<file path="src/rtl/adcr_pkg.sv">
package adcr_pkg;
	localparam logic [7:0] ADDR_PEDESTAL = 8'h3f;
	localparam logic [7:0] ADDR_LOOP = 8'hcf;
	localparam logic [7:0] ADDR_MODE = 8'hdf;
	localparam logic [7:0] ADDR_SRC = 8'hea;
	localparam logic [7:0] ADDR_ENH = 8'hec;
	localparam logic [7:0] ADDR_STAT = 8'hed;
	localparam logic [7:0] RST_VAL = 8'h00;
	localparam int PED_MSB = 7;
	localparam int PED_LSB = 5;
	localparam int HOLD_BIT = 7;
	localparam int SPAN_MSB = 5;
	localparam int SPAN_LSB = 2;
	localparam int SRC_BIT = 7;
	localparam int ENH_BIT = 1;
	localparam int LS_MSB = 5;
	localparam int LS_LSB = 4;
	localparam int DCEN_BIT = 0;
	localparam logic [1:0] LS_ON = 2'h3;
	localparam logic [3:0] SPAN_MAX = 4'hb;
	localparam int SAMPLE_W = 11;
	localparam int ACC_W = 48;
	typedef struct packed {
		logic [7:0] addr;
		logic [7:0] wdata;
		logic wr;
		logic rd;
	} adcr_bus_s;
	typedef struct packed {
		logic [7:0] pedestal;
		logic [7:0] loop;
		logic [7:0] mode;
		logic [7:0] src;
		logic [7:0] enh;
	} adcr_regs_s;
endpackage

</file>
<file path="src/rtl/adcr_top.sv">
`timescale 1ns/1ps
module adcr_top #(
	parameter int SW = adcr_pkg::SAMPLE_W,
	parameter longint MEGA = 1048576
) (
	input wire logic clock,
	input wire logic arst_n,
	input wire adcr_pkg::adcr_bus_s bus,
	output logic [7:0] rdata,
	input wire logic noise_shaping_pin,
	input wire logic [SW-1:0] sample_in,
	output logic [SW-1:0] sample_out,
	output logic noise_shaping_on,
	output logic low_speed_on
);
	localparam int AW = adcr_pkg::ACC_W;
	localparam logic [AW-1:0] M1 = AW'(MEGA);
	logic [1:0] pin_sync_q;
	logic [1:0] pin_sync_d;
	adcr_pkg::adcr_regs_s regs_q, regs_d;
	logic [7:0] rdata_q, rdata_d;
	logic signed [AW-1:0] acc_q, acc_d;
	logic [AW-1:0] cnt_q, cnt_d;
	logic signed [SW:0] est_q, est_d;
	logic [SW-1:0] out_q, out_d;
	logic ns_q, ns_d, ls_q, ls_d;
	logic [AW-1:0] span;
	logic [3:0] code;
	logic dc_en, hold;
	logic signed [SW+1:0] corr;
	logic signed [SW+1:0] ped;

	assign dc_en = regs_q.enh[adcr_pkg::DCEN_BIT];
	assign hold = regs_q.loop[adcr_pkg::HOLD_BIT];
	assign code = regs_q.loop[adcr_pkg::SPAN_MSB:adcr_pkg::SPAN_LSB];

	// Averaging span decode
	always_comb begin
		unique case (code)
			4'h0: span = M1;
			4'h1: span = M1 * AW'(2);
			4'h2: span = M1 * AW'(3);
			4'h3: span = M1 * AW'(4);
			default: begin
				if (code > adcr_pkg::SPAN_MAX) begin
					span = M1 << 11;
				end else begin
					span = M1 << (code);
				end
			end
		endcase
	end

	// Register file
	always_comb begin
		regs_d = regs_q;
		rdata_d = 8'h00;
		pin_sync_d = {pin_sync_q[0], noise_shaping_pin};
		if (bus.wr) begin
			unique case (bus.addr)
				adcr_pkg::ADDR_PEDESTAL: regs_d.pedestal = bus.wdata;
				adcr_pkg::ADDR_LOOP: regs_d.loop = bus.wdata;
				adcr_pkg::ADDR_MODE: regs_d.mode = bus.wdata;
				adcr_pkg::ADDR_SRC: regs_d.src = bus.wdata;
				adcr_pkg::ADDR_ENH: regs_d.enh = bus.wdata;
				default: regs_d = regs_q;
			endcase
		end
		if (bus.rd) begin
			unique case (bus.addr)
				adcr_pkg::ADDR_PEDESTAL: rdata_d = regs_q.pedestal;
				adcr_pkg::ADDR_LOOP: rdata_d = regs_q.loop;
				adcr_pkg::ADDR_MODE: rdata_d = regs_q.mode;
				adcr_pkg::ADDR_SRC: rdata_d = regs_q.src;
				adcr_pkg::ADDR_ENH: rdata_d = regs_q.enh;
				adcr_pkg::ADDR_STAT: rdata_d = {6'h00, ls_q, ns_q};
				default: rdata_d = 8'h00;
			endcase
		end
	end

	always_ff @(posedge clock or negedge arst_n) begin
		if (!arst_n) begin
			regs_q <= '0;
			rdata_q <= adcr_pkg::RST_VAL;
			pin_sync_q <= 2'h0;
		end else begin
			regs_q <= regs_d;
			rdata_q <= rdata_d;
			pin_sync_q <= pin_sync_d;
		end
	end

	// Mode outputs
	always_comb begin
		if (regs_q.src[adcr_pkg::SRC_BIT]) begin
			ns_d = regs_q.enh[adcr_pkg::ENH_BIT];
		end else begin
			ns_d = pin_sync_q[1];
		end
		ls_d = (regs_q.mode[adcr_pkg::LS_MSB:adcr_pkg::LS_LSB]
			== adcr_pkg::LS_ON);
	end

	// Offset estimator
	always_comb begin
		acc_d = acc_q;
		cnt_d = cnt_q;
		est_d = est_q;
		ped = (SW+2)'(signed'(regs_q.pedestal[adcr_pkg::PED_MSB:
			adcr_pkg::PED_LSB]));
		corr = $signed({2'b00, sample_in}) - (SW+2)'(est_q) + ped;
		if (!dc_en) begin
			acc_d = '0;
			cnt_d = '0;
			est_d = '0;
		end else if (!hold) begin
			if (cnt_q + AW'(1) >= span) begin
				est_d = (SW+1)'((acc_q + AW'($signed({1'b0, sample_in}))
					- AW'(1 << (SW-1))) / $signed(span));
				acc_d = '0;
				cnt_d = '0;
			end else begin
				acc_d = acc_q + AW'($signed({1'b0, sample_in}))
					- AW'(1 << (SW-1));
				cnt_d = cnt_q + AW'(1);
			end
		end
		if (!dc_en) begin
			out_d = sample_in;
		end else if (corr < 0) begin
			out_d = '0;
		end else if (corr > $signed({2'b00, {SW{1'b1}}})) begin
			out_d = '1;
		end else begin
			out_d = corr[SW-1:0];
		end
	end

	always_ff @(posedge clock or negedge arst_n) begin
		if (!arst_n) begin
			acc_q <= '0;
			cnt_q <= '0;
			est_q <= '0;
			out_q <= '0;
			ns_q <= 1'b0;
			ls_q <= 1'b0;
		end else begin
			acc_q <= acc_d;
			cnt_q <= cnt_d;
			est_q <= est_d;
			out_q <= out_d;
			ns_q <= ns_d;
			ls_q <= ls_d;
		end
	end

	assign rdata = rdata_q;
	assign sample_out = out_q;
	assign noise_shaping_on = ns_q;
	assign low_speed_on = ls_q;

	low_speed_a: assert property (@(posedge clock) disable iff (!arst_n)
		$past(regs_q.mode[5:4]) == 2'h3 |-> low_speed_on)
		else $error("low speed not entered");
	low_speed_off_a: assert property (@(posedge clock) disable iff (!arst_n)
		$past(regs_q.mode[5:4]) != 2'h3 |-> !low_speed_on)
		else $error("low speed wrongly on");
	pin_source_a: assert property (@(posedge clock) disable iff (!arst_n)
		!$past(regs_q.src[7]) |-> noise_shaping_on == $past(pin_sync_q[1]))
		else $error("pin source not followed");
	reg_source_a: assert property (@(posedge clock) disable iff (!arst_n)
		$past(regs_q.src[7]) |-> noise_shaping_on == $past(regs_q.enh[1]))
		else $error("register source not followed");
	hold_est_a: assert property (@(posedge clock) disable iff (!arst_n)
		dc_en && hold ##1 dc_en && hold |-> $stable(est_q))
		else $error("estimate moved while held");
	readback_a: assert property (@(posedge clock) disable iff (!arst_n)
		bus.wr && bus.addr == 8'hcf ##1 bus.rd && bus.addr == 8'hcf
		&& !bus.wr |=> rdata == $past(bus.wdata, 2))
		else $error("readback mismatch");
	count_run_a: assert property (@(posedge clock) disable iff (!arst_n)
		dc_en && !hold && cnt_q + 1 < span |=> cnt_q == $past(cnt_q) + 1)
		else $error("estimator stalled");
	bypass_a: assert property (@(posedge clock) disable iff (!arst_n)
		!dc_en |=> sample_out == $past(sample_in))
		else $error("bypass broken");
	low_speed_c: cover property (@(posedge clock) low_speed_on);
	reg_source_c: cover property (@(posedge clock) regs_q.src[7]
		&& noise_shaping_on);
	hold_c: cover property (@(posedge clock) dc_en && hold);
endmodule // adcr_top

</file>
<file path="config.mk">
export PLATFORM = sky130hd
export DESIGN_NAME = adcr_top
export DESIGN_NICKNAME = d
export VERILOG_FILES = /design/src/rtl/adcr_pkg.sv /design/src/rtl/adcr_top.sv
export SDC_FILE = /design/constraint.sdc
export NUM_CORES = 1
export LEC_CHECK = 0
export BUFFER_PORTS_ARGS = -buffer_cell sky130_fd_sc_hd__clkbuf_2
export CAP_MARGIN = 20
export CORE_AREA = 2 2 233 235
export CTS_CLUSTER_DIAMETER = 30
export DETAILED_ROUTE_END_ITERATION = 6
export DIE_AREA = 0 0 235 237
export PLACE_DENSITY = 0.83
export SETUP_SLACK_MARGIN = 0.15
export SLEW_MARGIN = 5
export SYNTH_ARGS = -nofsm -noshare
export SYNTH_HDL_FRONTEND = slang
export SYNTH_SLANG_ARGS = --single-unit
</file>
<file path="constraint.sdc">
create_clock -name clock -period 134.2 [get_ports clock]
set_clock_uncertainty 0.05 [all_clocks]
set_input_delay 26.84 -clock clock [delete_from_list [all_inputs] [get_ports clock]]
set_output_delay 26.84 -clock clock [all_outputs]
set_load 0.03 [all_outputs]
</file>
# Word-level counts from Yosys, hierarchy flattened
# Index checks and enable logic that the tools add are counted.
# word_totals
register_bits	171
word_cells	60
# op_classes
n_shift	1
eq_ne	12
order_cmp	4
muxes	17
addsub	5
n_div	1
n_reduce_logical	7
# op_table
op	count
48-bit two-way mux	7
48-bit case mux with 4 select lines	1
48-bit by 1-bit adder with 48-bit output (second input constant)	1
48-bit by 12-bit adder with 48-bit output	1
48-bit by 48-bit divider with 48-bit output	1
48-bit >= comparator	1
8-bit case mux with 6 select lines	1
21-bit by 4-bit left shift with 48-bit output (first input constant)	1
48-bit by 12-bit subtractor with 48-bit output (second input constant)	1
8-bit == test (second input constant)	5
12-bit two-way mux	3
11-bit two-way mux	3
13-bit by 3-bit adder with 13-bit output	1
13-bit by 12-bit greater-than comparator with 1-bit output (second input constant)	1
13-bit by 1-bit less-than comparator with 1-bit output (second input constant)	1
12-bit by 12-bit subtractor with 13-bit output	1
2-bit AND reduction	6
4-bit by 2-bit == test with 1-bit output (second input constant)	2
8-bit by 6-bit == test with 1-bit output (second input constant)	1
8-bit two-way mux	1
4-bit by 1-bit == test with 1-bit output (second input constant)	1
4-bit greater-than comparator (second input constant)	1
4-bit zero test	1
2-bit == test (second input constant)	1
other kinds (3)	3

# Logic depth before layout (Yosys ltp)
# logic_depth
depth_word	7
depth_mapped	421

# Least setup slack after synthesis
# No wires, ideal clock.
# synth_timing
path_type	input port to flip-flop
startpoint	input port sample_in[1]
endpoint	register est_q[10]
path_slack_ps	27506
arrival_time_ps	106562
path_buffers	33
path_stages	400
path_cell_list	ha_1 -> ha_1 -> fa_1 -> a211oi_2 -> o311ai_4 -> a21oi_2 -> xor2_2 -> nand3_2 -> nor4_4 -> and4_1 -> nand4b_2 -> nor2_1 -> nor4b_1 -> ha_1 -> a21oi_1 -> ha_1 -> o21a_1 -> o211ai_1 -> [364 not listed] -> nor2b_1 -> o21ai_0 -> nand2_1 -> a21oi_1 -> nor2b_1 -> o21ai_0 -> nand2b_1 -> a21oi_1 -> nand3_1 -> a2111oi_2 -> nand3_1 -> a211oi_2 -> and3_1 -> ha_1 -> and2_1 -> a31oi_1 -> xnor2_1 -> o21ai_0
# synth_via
elab_chain_len	6
# synth_rtl
item	line_no	source
from (decl)	adcr_top.sv:11	input wire logic [SW-1:0] sample_in,
48-bit by 12-bit adder with 48-bit output	adcr_top.sv:119	est_d = (SW+1)'((acc_q + AW'($signed({1'b0, sample_in}))
48-bit by 12-bit subtractor with 48-bit output	adcr_top.sv:120	- AW'(1 << (SW-1))) / $signed(span));
48-bit by 48-bit divider with 48-bit output	adcr_top.sv:120	
12-bit two-way mux	adcr_top.sv:118	if (cnt_q + AW'(1) >= span) begin
12-bit two-way mux	adcr_top.sv:117	end else if (!hold) begin
12-bit two-way mux	adcr_top.sv:113	if (!dc_en) begin
to (signal assigned)	adcr_top.sv:151	est_q <= est_d;
to (decl)	adcr_top.sv:24	logic signed [SW:0] est_q, est_d;
# Every way passes these cells. The select of a mux whose other input is x is not followed.
# A chain may end at the register's enable or synchronous reset.

# Final worst setup path
# Same ends and word-level chain as after synthesis.

==> summary.txt <==
Initial antenna violation count = 1
Grt total ovfl = 0
Final Hold Fails = 0
NumNets Final = 4673
Synth Area in XOR/XNOR = 6.246%
# DRC = 2
Main synth FF type = dfrtp_1
Drt total wl = 92620 µm
Area share of fa/ha/maj cells after synthesis = 17.45%
Io pins = 53
Critical Path Sink = est_q[10]$_DFFE_PN0P_
Synthesized area per cell = 7.603 µm²
Max incr delay on CP = 0.86 ns
H-tree Lvls = 4
Top-area cell type share of the netlist area = 16.63%
R2R depth = 370
Setup TNS = 0 ns
Hold buffers post-CTS = 0
Post-synthesis sequential area ratio = 13.57%
Syn. warnings = 0
IO Port Bufs = 52
Share of layout cells above drive strength 1 = 9.140%
Tmin final = 116.44 ns
DIE AREA = 55700 µm²
Worst-Skew Late Latency = 0.45 ns
#FFs+latches synth = 171
Worst slew pin tran = 1.066 ns
Final Cycle Share = 86.76%
Critical path class = in2reg
CTS sink cnt = 171
Netlist cell types = 143
Clock root buffer = clkbuf_16
Largest net degree at the start of global routing = 98
Final Max Tran Viols = 0
P&R area growth vs syn = 5.801%
Number of diodes = 0
Most frequent CP cell = o21a_1
Endpoint type of the worst setup path = flip-flop
Crit path max-delay cell type = o21ai_1
Crit start category = input pin
RSZ-0062 raised after global routing = false
CTS clk-pin slew, worst paths = 0.08 ns
Largest family of logic cells by synthesized area = compound AO/OA/AOI/OAI gates
Reg-to-reg endpoint = est_q[10]$_DFFE_PN0P_
Critical path arrival = 116.70 ns
Post-synthesis mux area share = 5.317%
GRT Total Usage = 32.36%
Die H = 237 µm
Leading cell types by total area after synthesis = ha_1 (17%), dfrtp_1 (14%), nand2_1 (5.5%)
Required time of the worst setup path = 134.47 ns
Routability-driven placement congestion ratio = 1.048
Mapped Cells = 4147
Failing checks = DRC
Row cnt = 85
Hold WC Path Type = reg2reg
Setup bufs post-CTS = 0
Status = finished, violations left
Max-Cap Viols = 0
Antenna Violating Nets Remaining = 0
First-pass GRT wire length = 151600 µm
Dpl hpwl = 72230 µm
Core ar. = 53280 µm²
CTS resizes = 0
Area leader, netlist = ha_1
Worst Path Max Fanout = 35
Post-synth EDFFs = 0
Initial DRC count = 2910
Worst slew margin = 28.43%
TritonCTS Buffers = 17
Vias/cell = 6.562
CTS tree = done
DIE WIDTH = 235 µm
Most frequent cell after synthesis = nand2_1
Vias in the first global route = 30050
Synth Area in Simple Gates = 24.26%
Post-synth top cells = nand2_1 (465), ha_1 (419), nor2_1 (319), a21oi_1 (241), nor3_1 (223)
Post-synthesis async set-or-reset flop share = 100.0%
Compound-gate portion of the synthesized area = 29.33%
Mapped cell area = 31530 µm²
Final Setup Violations = 0
Critical path launch point = sample_in[1]
Starting Density = 59.18%
Worst R2R Setup Slack = 43.89 ns
Routed length per instance = 18.83 µm
Reg2reg start = acc_q[1]$_DFFE_PN0P_
TritonRoute pass-1 iters = 7
Clock tree buffer depth = 2
Via count = 32280
Highest Clock Rate = 8.588 MHz
==> final cells by class <==
class                   instances  area (µm²)
multi-input cells            3756       26410
well taps                     696       870.8
clock inverters                15       172.7
repair buffers                 90       549.3
clock buffers                  17       425.4
flip-flops and latches        171        4279
inverters                     174       653.1
fillers                      4742       19920
==> layout by cell type, fill, tap and decap left out, types with 23 or more instances in the layout <==
master,count
or2_2,34
a31oi_1,32
nand3_1,75
xor2_1,83
nand2b_1,51
nand4_1,55
o21ai_1,39
and3_1,61
a21oi_1,241
nor4_1,25
o211ai_1,49
conb_1,88
and2_1,47
o21ai_0,204
o21a_1,186
nor2b_1,33
or3_1,46
mux2i_1,36
ha_1,419
clkbuf_2,52
xnor2_1,140
mux2_2,112
buf_4,37
nor2_1,319
a21o_1,93
nor3_1,223
inv_1,170
dfrtp_1,171
nand2_1,465
a211oi_1,33
o31ai_1,133
o21bai_1,23
==> registers in the layout, summed over array words and instances, names as in the netlist, 2 cells and up <==
name,flops
code,4
acc_q,48
sample_out,11
rdata,8
est_q,12
ped,3
pin_sync_q,2
cnt_q,48
regs_q,31
==> how the worst min path moves through the flow <==
stage,cells past startpoint,slack [ns],to,startpoint
2_1_floorplan,0,0.28,pin_sync_q[1]$_DFF_PN0_,pin_sync_q[0]$_DFF_PN0_
3_3_place_gp,0,0.28,pin_sync_q[1]$_DFF_PN0_,pin_sync_q[0]$_DFF_PN0_
3_5_place_dp,0,0.29,pin_sync_q[1]$_DFF_PN0_,pin_sync_q[0]$_DFF_PN0_
4_1_cts,0,0.31,pin_sync_q[1]$_DFF_PN0_,pin_sync_q[0]$_DFF_PN0_
5_1_grt,0,0.33,pin_sync_q[1]$_DFF_PN0_,pin_sync_q[0]$_DFF_PN0_
6_report,0,0.31,pin_sync_q[1]$_DFF_PN0_,pin_sync_q[0]$_DFF_PN0_
==> worst max-delay path, delay by kind of cell <==
family / cells / cell delay, ns
buf+inv: 15 / 3.40
fa+ha+maj: 32 / 9.69
simple gates: 86 / 21.21
compound gates: 229 / 52.50
mux: 7 / 2.23
xor+xnor: 2 / 0.68
==> through the flow <==
| stage | instance area, µm² | utilization (%) | setup WS (ns) | instances | hold slack [ns] |
|---|---|---|---|---|---|
| 2_1_floorplan | 31860 | - | 27.51 | 4234 | 0.2812 |
| 3_3_place_gp | 32750 | 61.47 | 21.70 | 4885 | 0.2836 |
| 3_5_place_dp | 32750 | 61.47 | 19.24 | 4885 | 0.2910 |
| 4_1_cts | 33350 | 62.59 | 19.38 | 4917 | 0.3091 |
| 5_1_grt | 33360 | 62.61 | 10.82 | 4919 | 0.3295 |
| 6_report | 33360 | 62.61 | 17.76 | 4919 | 0.3063 |
==> cells by family (layout without fill, tap and decap cells) <==
logic type,Yosys count,in the layout
buf+inv,307,296
simple gates,1544,1544
mux,152,152
xor+xnor,224,224
fa+ha+maj,433,433
compound gates,1315,1315
other cells,1,88
flops,171,171
==> per-layer routing <==
metal  routed length, µm  vias up  share of wire, %  GRT usage, %
li1                    -    15630                 -             -
met1               40760    14990                44         44.46
met2               40840     1388                44         52.46
met3                7487      274               8.1         3.707
met4                3513        2               3.8         11.41
met5                  12        -             0.013             0
Power is not shown: default switching activity piles up to over one toggle a cycle in this logic, so the estimate is an artifact.
